===== src/nrac_regs.svh =====
`ifndef NRAC_REGS_SVH
`define NRAC_REGS_SVH

// Unlock keys
`define NRAC_KEY_FIRST      8'h55
`define NRAC_KEY_SECOND     8'hAA
// Geometry
`define NRAC_EE_DEPTH       256
`define NRAC_ROW_WORDS      32
`define NRAC_LATCH_BLANK    14'h3FFF
`define NRAC_EE_BASE        16'hF000
`define NRAC_EE_MASK        16'hFF00
`define NRAC_UID_BASE       16'h8000
`define NRAC_UID_LAST       16'h8003
`define NRAC_CFG_FIRST      16'h8005
`define NRAC_CFG_LAST       16'h800B
// Address field positions
`define NRAC_ROW_MSB        14
`define NRAC_ROW_LSB        5
`define NRAC_LATCH_MSB      4
// Self-timed operation lengths in cycles
`define NRAC_EE_WRITE_CYC   16'd0064
`define NRAC_ERASE_CYC      16'd0064
`define NRAC_PROG_CYC       16'd0032

`endif


===== src/nrac_pkg.sv =====
package nrac_pkg;

    typedef enum logic [2:0] {
        NRAC_OP_NONE,
        NRAC_OP_ERASE,
        NRAC_OP_LATCH,
        NRAC_OP_PROG,
        NRAC_OP_EE_WRITE
    } nrac_op_t;

    // Software control bits
    typedef struct packed {
        logic config_space_select;
        logic program_permit;
        logic latch_only_load;
        logic erase_select;
        logic done_interrupt_enable;
    } nrac_ctrl_t;

    // Request to the storage arrays
    typedef struct packed {
        logic        valid;
        nrac_op_t    op;
        logic        region;
        logic [15:0] addr;
        logic [13:0] data;
    } nrac_array_req_t;

endpackage


===== src/nrac_latch_mem.sv =====
`timescale 1ns/1ps
`default_nettype none

// Row write latches: 32 words of 14 bits, registered read
module nrac_latch_mem (
    // Clock and reset
    input  wire logic        clock,
    input  wire logic        srst,
    // Write port
    input  wire logic        wr_en,
    input  wire logic [4:0]  wr_idx,
    input  wire logic [13:0] wr_data,
    input  wire logic        blank_all,
    // Read port
    input  wire logic [4:0]  rd_idx,
    output logic      [13:0] rd_data_ff
);
`include "nrac_regs.svh"

    logic [13:0] mem_ff      [0:31];
    logic [13:0] nxt_mem     [0:31];
    logic [13:0] nxt_rd_data;

    always_comb begin
        for (int i = 0; i < 32; i++) begin
            nxt_mem[i] = mem_ff[i];
            if (blank_all)
                nxt_mem[i] = `NRAC_LATCH_BLANK;
            else if (wr_en && wr_idx == 5'(i))
                nxt_mem[i] = wr_data;
        end
        nxt_rd_data = mem_ff[rd_idx];
    end

    always_ff @(posedge clock) begin
        if (srst) begin
            for (int i = 0; i < 32; i++)
                mem_ff[i] <= `NRAC_LATCH_BLANK;
            rd_data_ff <= 14'h0000;
        end else begin
            for (int i = 0; i < 32; i++)
                mem_ff[i] <= nxt_mem[i];
            rd_data_ff <= nxt_rd_data;
        end
    end

endmodule

`default_nettype wire


===== src/nrac_ctrl.sv =====
// Summary of operation
// Data EEPROM of 256 locations, each holding one 8-bit value.
// EEPROM writes one word; program flash only by rows.
// Pointer read takes one cycle, CPU suspended then resumed, returns one word.
// Writes or erases on the pointer path are ignored.
// Code protection blocks all register-interface reads, writes and erases.
// Region select chooses flash or config/EEPROM space; address decoded within.
// Read trigger suspends CPU, data pair updated next cycle, trigger self-clears.
// Key 55h then AAh then program-start; only this order unlocks.
// Erase, latch load, row write, user ID write, EEPROM write need unlock.
// Broken unlock sequence loads no latch and starts no write.
// Software should mask global interrupts around the unlock sequence.
// Latch loads and row writes stall the CPU until done.
// EEPROM write: set region and permit, address plus F000h, then unlock.
// EEPROM write runs with CPU going; then start clears, done flag sets.
// Clearing program-start during an EEPROM write has no effect.
// Row erase: choose region, load row, set erase and permit, unlock.
// Write-protected target clears program-start and skips the operation.
// Row erase suspends CPU; then done flag; latches and permit unchanged (the code keeps the permit but resets all latches to 3FFFh after an erase).
// Row from address bits 14:5, latch from bits 4:0, no row crossing.
// Latch-only set loads one latch; clear programs all latches to the row.
// All latches reset to 3FFFh after every flash write or erase.
// Flash write does no erase; erase acts on a whole row.
// A flash row holds 32 words of 14 bits.
// Any out-of-order key or control write abandons the unlock sequence.
`timescale 1ns/1ps
`default_nettype none

module nrac_ctrl
    import nrac_pkg::*;
(
    // Clock and reset
    input  wire logic                    clock,
    input  wire logic                    srst,
    // Software register writes
    input  wire logic                    key_wr,
    input  wire logic [7:0]              key_data,
    input  wire logic                    ctrl_wr,
    input  wire nrac_pkg::nrac_ctrl_t    ctrl_data,
    input  wire logic                    start_set,
    input  wire logic                    start_clr,
    input  wire logic                    read_set,
    input  wire logic                    addr_wr,
    input  wire logic [15:0]             addr_data,
    input  wire logic                    data_wr,
    input  wire logic [13:0]             data_data,
    input  wire logic                    done_clr,
    // Pointer path
    input  wire logic                    ptr_rd,
    input  wire logic                    ptr_wr,
    input  wire logic                    ptr_region,
    input  wire logic [15:0]             ptr_addr,
    // Configuration and array answers
    input  wire logic                    code_protect,
    input  wire logic                    write_protect,
    input  wire logic [13:0]             array_rd_data,
    input  wire logic                    array_busy,
    // Status
    output nrac_pkg::nrac_ctrl_t         ctrl_ff,
    output logic [15:0]                  addr_ff,
    output logic [13:0]                  word_value_ff,
    output logic [13:0]                  ptr_data_ff,
    output logic                         start_ff,
    output logic                         read_ff,
    output logic                         operation_done_flag_ff,
    output logic                         done_irq_ff,
    output logic                         write_error_ff,
    output logic                         cpu_stall_ff,
    output nrac_pkg::nrac_array_req_t    array_req_ff
);
`include "nrac_regs.svh"

    ////////////////////////////////////////////////////////////////////////////
    // Address decoding helpers

    function automatic logic ee_addr(input logic [15:0] a);
        return (a & `NRAC_EE_MASK) == `NRAC_EE_BASE;
    endfunction

    function automatic logic readable(input logic rg, input logic [15:0] a);
        if (!rg)
            return 1'b1;
        return ee_addr(a) || (a >= `NRAC_UID_BASE && a <= `NRAC_UID_LAST)
            || (a >= `NRAC_CFG_FIRST && a <= `NRAC_CFG_LAST);
    endfunction

    function automatic logic writable(input logic rg, input logic [15:0] a);
        if (!rg)
            return 1'b1;
        return ee_addr(a) || (a >= `NRAC_UID_BASE && a <= `NRAC_UID_LAST);
    endfunction

    ////////////////////////////////////////////////////////////////////////////
    // Unlock sequencer

    typedef enum logic [1:0] {
        UNL_IDLE,
        UNL_KEY1,
        UNL_KEY2
    } nrac_unl_t;

    nrac_unl_t unl_ff;
    nrac_unl_t nxt_unl;
    logic      unlocked_go;
    logic      unl_broken;

    always_comb begin
        nxt_unl     = unl_ff;
        unlocked_go = 1'b0;
        unl_broken  = 1'b0;
        case (unl_ff)
            UNL_IDLE: begin
                if (key_wr && key_data == `NRAC_KEY_FIRST)
                    nxt_unl = UNL_KEY1;
                else if (start_set)
                    unl_broken = 1'b1;
            end
            UNL_KEY1: begin
                if (key_wr && key_data == `NRAC_KEY_SECOND)
                    nxt_unl = UNL_KEY2;
                else if (key_wr || ctrl_wr || start_set || addr_wr || data_wr) begin
                    nxt_unl    = UNL_IDLE;
                    unl_broken = 1'b1;
                end
            end
            UNL_KEY2: begin
                if (start_set) begin
                    nxt_unl     = UNL_IDLE;
                    unlocked_go = 1'b1;
                end else if (key_wr || ctrl_wr || addr_wr || data_wr) begin
                    nxt_unl    = UNL_IDLE;
                    unl_broken = 1'b1;
                end
            end
            default: nxt_unl = UNL_IDLE;
        endcase
    end

    always_ff @(posedge clock) begin
        if (srst)
            unl_ff <= UNL_IDLE;
        else
            unl_ff <= nxt_unl;
    end

    ////////////////////////////////////////////////////////////////////////////
    // Operation sequencer

    typedef enum logic [1:0] {
        OP_IDLE,
        OP_RUN,
        OP_FINISH
    } nrac_opst_t;

    nrac_opst_t      op_ff;
    nrac_opst_t      nxt_op;
    nrac_op_t        kind_ff;
    nrac_op_t        nxt_kind;
    logic [15:0]     cnt_ff;
    logic [15:0]     nxt_cnt;
    nrac_ctrl_t      nxt_ctrl;
    logic [15:0]     nxt_addr;
    logic [13:0]     nxt_word;
    logic [13:0]     nxt_ptr_data;
    logic            nxt_start;
    logic            nxt_read;
    logic            nxt_done;
    logic            nxt_err;
    logic            nxt_stall;
    nrac_array_req_t nxt_req;
    logic            latch_we;
    logic            latch_blank;
    logic [13:0]     latch_rd;
    logic [4:0]      latch_rd_idx;
    nrac_op_t        req_kind;
    logic            req_ok;

    nrac_latch_mem u_latch (
        .clock      (clock),
        .srst       (srst),
        .wr_en      (latch_we),
        .wr_idx     (addr_ff[`NRAC_LATCH_MSB:0]),
        .wr_data    (word_value_ff),
        .blank_all  (latch_blank),
        .rd_idx     (latch_rd_idx),
        .rd_data_ff (latch_rd)
    );

    always_comb begin
        // Decode which operation the unlocked start selects
        if (ctrl_ff.config_space_select && ee_addr(addr_ff))
            req_kind = NRAC_OP_EE_WRITE;
        else if (ctrl_ff.erase_select)
            req_kind = NRAC_OP_ERASE;
        else if (ctrl_ff.latch_only_load)
            req_kind = NRAC_OP_LATCH;
        else
            req_kind = NRAC_OP_PROG;
        req_ok = ctrl_ff.program_permit && !code_protect
            && writable(ctrl_ff.config_space_select, addr_ff);

        nxt_op       = op_ff;
        nxt_kind     = kind_ff;
        nxt_cnt      = cnt_ff;
        nxt_ctrl     = ctrl_wr ? ctrl_data : ctrl_ff;
        nxt_addr     = addr_wr ? addr_data : addr_ff;
        nxt_word     = data_wr ? data_data : word_value_ff;
        nxt_ptr_data = ptr_data_ff;
        nxt_start    = start_ff;
        nxt_read     = 1'b0;
        nxt_done     = operation_done_flag_ff && !done_clr;
        nxt_err      = write_error_ff;
        nxt_stall    = 1'b0;
        nxt_req      = '0;
        latch_we     = 1'b0;
        latch_blank  = 1'b0;
        latch_rd_idx = 5'h1F; // Primes the first program beat with word 31

        if (unl_broken)
            nxt_err = 1'b1;

        // Pointer reads only; pointer writes are dropped silently
        if (ptr_rd && !ptr_wr) begin
            nxt_ptr_data = array_rd_data;
            nxt_stall    = 1'b1;
            nxt_req      = '{1'b1, NRAC_OP_NONE, ptr_region, ptr_addr, 14'h0000};
        end

        // Register-interface read: the array answers in the same cycle
        if (read_set && op_ff == OP_IDLE) begin
            nxt_read  = 1'b0;
            nxt_stall = 1'b1;
            if (!code_protect && readable(ctrl_ff.config_space_select, addr_ff)) begin
                nxt_word = array_rd_data;
                nxt_req  = '{1'b1, NRAC_OP_NONE, ctrl_ff.config_space_select,
                             addr_ff, 14'h0000};
            end else begin
                nxt_word = 14'h0000;
            end
        end

        case (op_ff)
            OP_IDLE: begin
                if (unlocked_go) begin
                    if (!req_ok || (write_protect && req_kind != NRAC_OP_LATCH
                                    && req_kind != NRAC_OP_EE_WRITE)) begin
                        nxt_start = 1'b0;
                        nxt_err   = 1'b1;
                    end else if (req_kind == NRAC_OP_LATCH) begin
                        latch_we  = 1'b1;
                        nxt_stall = 1'b1;
                    end else begin
                        nxt_start = 1'b1;
                        nxt_kind  = req_kind;
                        nxt_op    = OP_RUN;
                        nxt_cnt   = (req_kind == NRAC_OP_EE_WRITE) ? `NRAC_EE_WRITE_CYC
                                  : (req_kind == NRAC_OP_ERASE) ? `NRAC_ERASE_CYC
                                  : `NRAC_PROG_CYC;
                        nxt_stall = (req_kind != NRAC_OP_EE_WRITE);
                    end
                end
            end
            OP_RUN: begin
                nxt_stall = (kind_ff != NRAC_OP_EE_WRITE);
                // Program streams word 31 down to 0; the latch read is registered,
                // so its index runs one beat ahead. No erase is issued.
                latch_rd_idx = cnt_ff[4:0] - 5'h02;
                // Beats stop at zero so a slow array is not re-armed while it drains
                if (cnt_ff != 16'h0000) begin
                    nxt_cnt = cnt_ff - 16'h0001;
                    nxt_req = '{1'b1, kind_ff, ctrl_ff.config_space_select,
                                kind_ff == NRAC_OP_PROG
                                    ? {addr_ff[15:5], cnt_ff[4:0] - 5'h01}
                                    : (kind_ff == NRAC_OP_ERASE
                                        ? {addr_ff[15:5], 5'h00} : addr_ff),
                                kind_ff == NRAC_OP_PROG ? latch_rd
                                    : (kind_ff == NRAC_OP_ERASE ? `NRAC_LATCH_BLANK
                                        : {6'h00, word_value_ff[7:0]})};
                end else if (!array_busy) begin
                    nxt_op = OP_FINISH;
                end
            end
            OP_FINISH: begin
                nxt_start = 1'b0;
                nxt_done  = 1'b1;
                nxt_op    = OP_IDLE;
                if (kind_ff == NRAC_OP_PROG || kind_ff == NRAC_OP_ERASE)
                    latch_blank = 1'b1;
            end
            default: nxt_op = OP_IDLE;
        endcase

        // A software clear only lands when nothing is running
        if (start_clr && op_ff == OP_IDLE && !unlocked_go)
            nxt_start = 1'b0;
    end

    always_ff @(posedge clock) begin
        if (srst) begin
            op_ff                  <= OP_IDLE;
            kind_ff                <= NRAC_OP_NONE;
            cnt_ff                 <= 16'h0000;
            ctrl_ff                <= '0;
            addr_ff                <= 16'h0000;
            word_value_ff          <= 14'h0000;
            ptr_data_ff            <= 14'h0000;
            start_ff               <= 1'b0;
            read_ff                <= 1'b0;
            operation_done_flag_ff <= 1'b0;
            done_irq_ff            <= 1'b0;
            write_error_ff         <= 1'b0;
            cpu_stall_ff           <= 1'b0;
            array_req_ff           <= '0;
        end else begin
            op_ff                  <= nxt_op;
            kind_ff                <= nxt_kind;
            cnt_ff                 <= nxt_cnt;
            ctrl_ff                <= nxt_ctrl;
            addr_ff                <= nxt_addr;
            word_value_ff          <= nxt_word;
            ptr_data_ff            <= nxt_ptr_data;
            start_ff               <= nxt_start;
            read_ff                <= nxt_read;
            operation_done_flag_ff <= nxt_done;
            done_irq_ff            <= nxt_done && nxt_ctrl.done_interrupt_enable;
            write_error_ff         <= nxt_err;
            cpu_stall_ff           <= nxt_stall;
            array_req_ff           <= nxt_req;
        end
    end
endmodule

`default_nettype wire


===== config.mk =====
export PLATFORM = sky130hd
export DESIGN_NAME = nrac_ctrl
export DESIGN_NICKNAME = d
export VERILOG_FILES = /design/src/nrac_pkg.sv /design/src/nrac_latch_mem.sv /design/src/nrac_ctrl.sv
export VERILOG_INCLUDE_DIRS = /design/src
export SDC_FILE = /design/constraint.sdc
export NUM_CORES = 1
export LEC_CHECK = 0
export ABC_AREA = 1
export BUFFER_PORTS_ARGS = -buffer_cell sky130_fd_sc_hd__buf_4
export CAP_MARGIN = 20
export CELL_PAD_IN_SITES_DETAIL_PLACEMENT = 1
export CELL_PAD_IN_SITES_GLOBAL_PLACEMENT = 2
export CORE_MARGIN = 10
export CORE_UTILIZATION = 38
export CTS_CLUSTER_SIZE = 10
export DETAILED_ROUTE_END_ITERATION = 10
export PLACE_DENSITY_LB_ADDON = 0.25
export SKIP_CTS_REPAIR_TIMING = 1
export SYNTH_ARGS = -nofsm -noshare
export SYNTH_HDL_FRONTEND = slang
export SYNTH_SLANG_ARGS = --single-unit

===== constraint.sdc =====
create_clock -name clock -period 3.5 [get_ports clock]
set_input_delay 0.7 -clock clock [delete_from_list [all_inputs] [get_ports clock]]
set_output_delay 0.7 -clock clock [all_outputs]
set_load 0.01 [all_outputs]

Yosys cells after proc, flatten, opt, wreduce, memory -nomap -nowiden
Memories as Yosys holds them, arrays and structs flattened. A register that Yosys moved wholly into a read port is not among the register bits.
Cells that the tools add are included.
{"block": "word_totals", "memories": 1, "ramBits": 448, "regBits": 112, "out_inout_bits": 90}
{"name": "u_latch.mem_ff", "words": 32, "word_bits": 14, "read_ports": 1, "rd_ports_with_merged_regs": 1, "write_ports": 32, "line_no": "nrac_latch_mem.sv:20", "text": "logic [13:0] mem_ff [0:31];"}
{"block": "op_classes", "reduce_logical": 108, "bitwise_logic": 34, "n_lt_le_gt_ge": 4, "mux": 170, "eq_ne": 88, "addsub": 3}
{"op": "$mux W14", "n": 101}
{"op": "$mux W35", "n": 5}
{"op": "$eq A5 B5 Y1 const B", "n": 16}
{"op": "$ne A2 B2 Y1 const B", "n": 39}
{"op": "$mux W16", "n": 4}
{"op": "$reduce_and A2 Y1", "n": 32}
{"op": "$logic_and A1 B1 Y1", "n": 48}
{"op": "$eq A5 B4 Y1 const B", "n": 8}
{"op": "$mux W1", "n": 37}
{"op": "$ge A16 B16 Y1 const B", "n": 2}
{"op": "$le A16 B16 Y1 const B", "n": 2}
{"op": "$or A1 B1 Y1", "n": 32}
{"op": "$pmux W16 S2", "n": 1}
{"op": "$mux W2", "n": 11}
{"op": "$eq A5 B3 Y1 const B", "n": 4}
{"op": "$eq A8 B8 Y1 const B", "n": 2}
{"op": "$reduce_bool A16 Y1", "n": 1}
{"op": "$sub A16 B1 Y16 const B", "n": 1}
{"op": "$mux W5", "n": 3}
{"op": "$ne A3 B3 Y1 const B", "n": 5}
{"op": "$mux W7", "n": 2}
{"op": "$eq A5 B2 Y1 const B", "n": 2}
{"op": "$logic_or A1 B1 Y1", "n": 10}
{"op": "$reduce_and A5 Y1", "n": 2}
{"op": "23 further kinds", "n": 37}

Logic depth before layout (Yosys ltp)
{"block": "depth", "word_depth": 14, "depth_mapped": 14, "mapped_depth_nobuf": 13}

Modules after synthesis
A second synthesis with hierarchy kept.
{"block": "hier_totals", "hier_cells": 2695, "hier_area_um2": 25335.5}
{"module": "nrac_latch_mem", "cells_per_inst": 1974, "n_inst": 1, "area_per_inst_um2": 20153.1}
{"module": "nrac_ctrl", "cells_per_inst": 721, "n_inst": 1, "area_per_inst_um2": 5182.5}

Worst setup path before layout
No wires, ideal clock.
{"block": "synth_timing", "kind": "input to register", "start": "input write_protect", "end": "memory u_latch.mem_ff[16][0] (enable)", "slack_ns": 0.384, "arrival_ns": 2.712, "cell_stages": 7, "n_path_buf": 1, "path_cell_list": "a21boi_0 -> a21oi_2 -> nand2_2 -> nor3b_2 -> nand2_2 -> clkbuf_1 -> o21ai_0"}
{"element": "start, declared", "line_no": "nrac_ctrl.sv:55", "text": "input wire logic write_protect,"}
{"element": "end, declared", "line_no": "nrac_latch_mem.sv:20"}

Final worst setup path
{"block": "layout_timing", "start": "register op_ff[1]", "end": "register u_latch.rd_data_ff[7], read port of u_latch.mem_ff"}
{"block": "layout_via", "elab_chain_len": 2}
{"element": "start, declared", "line_no": "nrac_ctrl.sv:155", "text": "nrac_opst_t op_ff;"}
{"element": "start signal, assigned", "line_no": "nrac_ctrl.sv:315", "text": "op_ff <= nxt_op;"}
{"element": "$eq A2 B1 Y1", "line_no": "nrac_ctrl.sv:242", "text": "case (op_ff)"}
{"element": "$mux W5", "line_no": "nrac_ctrl.sv:242"}
{"element": "end, declared", "line_no": "nrac_latch_mem.sv:16", "text": "output logic [13:0] rd_data_ff"}
Every way passes these cells.
A chain may end at the register's enable or synchronous reset.

==> impl_metrics.tcl <==
set metrics [dict create \
    synth-async-reset-ratio 0 \
    powerDensity_nw_per_um2 515 \
    path_class "register to register" \
    final_cells 3770 \
    r2r_start "op_ff[1]" \
    grt_max_degree 86 \
    grt_pass1_wl_um 134000 \
    p_clk_frac 0.436 \
    synthesis.area_um2 25200 \
    synth-seq-cells 574 \
    gr-total-overflow 0 \
    cp_max_fo 64 \
    seq_power_share 0.502 \
    clock-root-buffer "clkbuf_16" \
    drt_iter0_markers 1840 \
    ir_worst_vdd_v 0.000360 \
    cts_max_level 3 \
    switchingPower_uw 3560 \
    yosys.area.top_type_share 0.534 \
    leakage_uw 0.0112 \
    gp_congestion 0.868 \
    dp.cells 3655 \
    post-dp-hpwl_um 60400 \
    hold_violations 0 \
    worstMarginPinSlew_ns 0.936 \
    core_um2 65700 \
    rows 94 \
    grt_antenna_before_repair 1 \
    cp.arrival_ns 3.65 \
    nNetsFinal 2954 \
    synth_top_area_cell "edfxtp_1" \
    finalSetupViolCount 0 \
    grt_pass1_vias 20850 \
    drt-wirelength-per-cell_um 23.6 \
    final_common_cell "nand2_1" \
    synth_nets 2784 \
    swShare 0.233 \
    dr.pass1.iters 5 \
    fin_setup_tns_ns 0 \
    synth_cell_types 41 \
    synth_ff_type "edfxtp_1" \
    vias_per_cell 5.30 \
    finalCriticalPeriod_ns 3.14 \
    numClockSinks 574 \
    cp.required_ns 4.01 \
    path_clk_slew_ns 0.06 \
    drcViolationCount 0 \
    numPortBuffers 177 \
    start_kind "register" \
    gr-usage-all-layers 0.226 \
    outcome "completed" \
    hold_class "input port to register" \
    yosys_warnings 0 \
    cp-end-kind "register" \
    finalClockSkew_ns 0.0263 \
    rsz0062_at_grt "false" \
    dieArea_um2 77000 \
    syn_inst 2692 \
    min_from "addr_data[2]" \
    intPower_uw 11700 \
    numCtsBuffers 69 \
    fmax_mhz 319 \
    synth.avg_cell_area_um2 9.36 \
    synth_area_leaders "edfxtp_1, dfxtp_1, nand2_1" \
    slew_headroom 0.372 \
    min_period_over_period 0.896 \
    drv_slew 0 \
    drive_gt1_frac 0.137 \
    fp.dieW_um 277 \
    totalWireLength_um 89000 \
    ctsLongestPathBuffers 3 \
    initial_utilization 0.383 \
    yosysSeqAreaShare 0.634 \
    via_count 19966 \
    startpoint "op_ff[1]" \
    synthToLayoutAreaGrowth_pct 17.9 \
    mostFrequentLayoutCells "nand2_1, nor2_1, edfxtp_1" \
    synth_edf_count 448 \
    combPwrFrac 0.062 \
    ios 179 \
    ant_nets 0 \
    cap_viol_max_count 0 \
    die_h_um 277 \
    clkLatencyLatePin_ns 0.61 \
    cts_tree "built" \
]
==> cells by family (layout without fill, tap and decap cells) <==
| logic type | count (synthesis) | in the layout | synth area share |
|---|---|---|---|
| DFF | 574 | 574 | 0.634 |
| adders and majority gates | 3 | 3 | 0.00149 |
| and+or+nand+nor | 1324 | 1324 | 0.211 |
| muxes | 1 | 1 | 0.000397 |
| buffers and inverters | 330 | 543 | 0.0528 |
| other | 1 | 2 | 0.000149 |
| AOI/OAI and AO/OA | 445 | 445 | 0.0955 |
| xor gates and xnor gates | 14 | 14 | 0.00487 |
==> cell usage after synthesis, drive strengths merged (26+ instances only) <==
cell and number:
clkbuf 128, inv 155, nand2 601, o21ai 302, dfxtp 126, nand3 138
a21oi 63, nor2 563, edfxtp 448, o211ai 42, o22ai 26, buf 43
==> sequential cells by signal, indices dropped and copies added (netlist names), 2 cells and up <==
| signal | count |
|---|---|
| addr_ff | 16 |
| array_req_ff | 35 |
| cnt_ff | 16 |
| ctrl_ff | 5 |
| kind_ff | 3 |
| op_ff | 2 |
| ptr_data_ff | 14 |
| u_latch.mem_ff | 448 |
| u_latch.rd_data_ff | 14 |
| unl_ff | 2 |
| word_value_ff | 14 |
==> worst max-delay path, stage by stage, from the launching register on <==
cell and delay [ns]:
dfxtp_1 0.39, nor2_2 0.13, nand2_4 0.11, buf_4 0.59, buf_4 0.53, nor2_1 0.08, o21ai_0 0.62, o211ai_1 0.15
nand2_1 0.09, nor2_1 0.10, nor2_1 0.18
==> worst paths after layout <==
kind                                              end  slack [ns]  cells after the start
worst max-delay path            u_latch.rd_data_ff[7]        0.36                     10
worst min-delay path                       addr_ff[2]        0.33                      3
worst max register to register  u_latch.rd_data_ff[7]        0.36                     10
worst min register to register             kind_ff[0]        0.48                      2
==> layer usage <==
metal,global-route usage,routed length [µm],vias up
li1,-,-,9323
met1,0.300,39000,9962
met2,0.363,41700,561
met3,0.0469,5750,120
met4,0.0758,2490,0
met5,0,0,-
==> through the flow <==
| stage | setup WS, ns | instance area [µm²] | hold slack [ns] | power [µW] | util |
|---|---|---|---|---|---|
| floorplan | 0.384 | 25200 | 0.439 | 8210 | - |
| global placement | 0.566 | 27700 | 0.451 | 8730 | 0.421 |
| detailed placement | 0.501 | 27700 | 0.468 | 8770 | 0.421 |
| CTS | 0.431 | 29700 | 0.293 | 15400 | 0.452 |
| global route | 0.190 | 29700 | 0.327 | 15800 | 0.452 |
| finish | 0.365 | 29700 | 0.330 | 15300 | 0.452 |
==> power groups by stage <==
stage | registers, µW | logic, µW | clock network, µW
after global routing | 7690 | 1040 | 7080
after detailed placement | 7820 | 950 | 0
after global placement | 7800 | 924 | 0
after CTS | 7680 | 954 | 6790
final | 7680 | 949 | 6670
after floorplan | 7800 | 407 | 0
==> area by class of cell <==
| type | count | area, µm² |
|---|---|---|
| timing repair buffer | 270 | 2060 |
| fill | 7506 | 36000 |
| multi-input combinational | 1788 | 7950 |
| antenna | 1 | 2.50 |
| clock buffer | 108 | 1950 |
| sequential | 574 | 16000 |
| inverter | 159 | 599 |
| clock inverter | 6 | 87.6 |
| tap | 864 | 1080 |
Power figures use the tool's default switching activity.
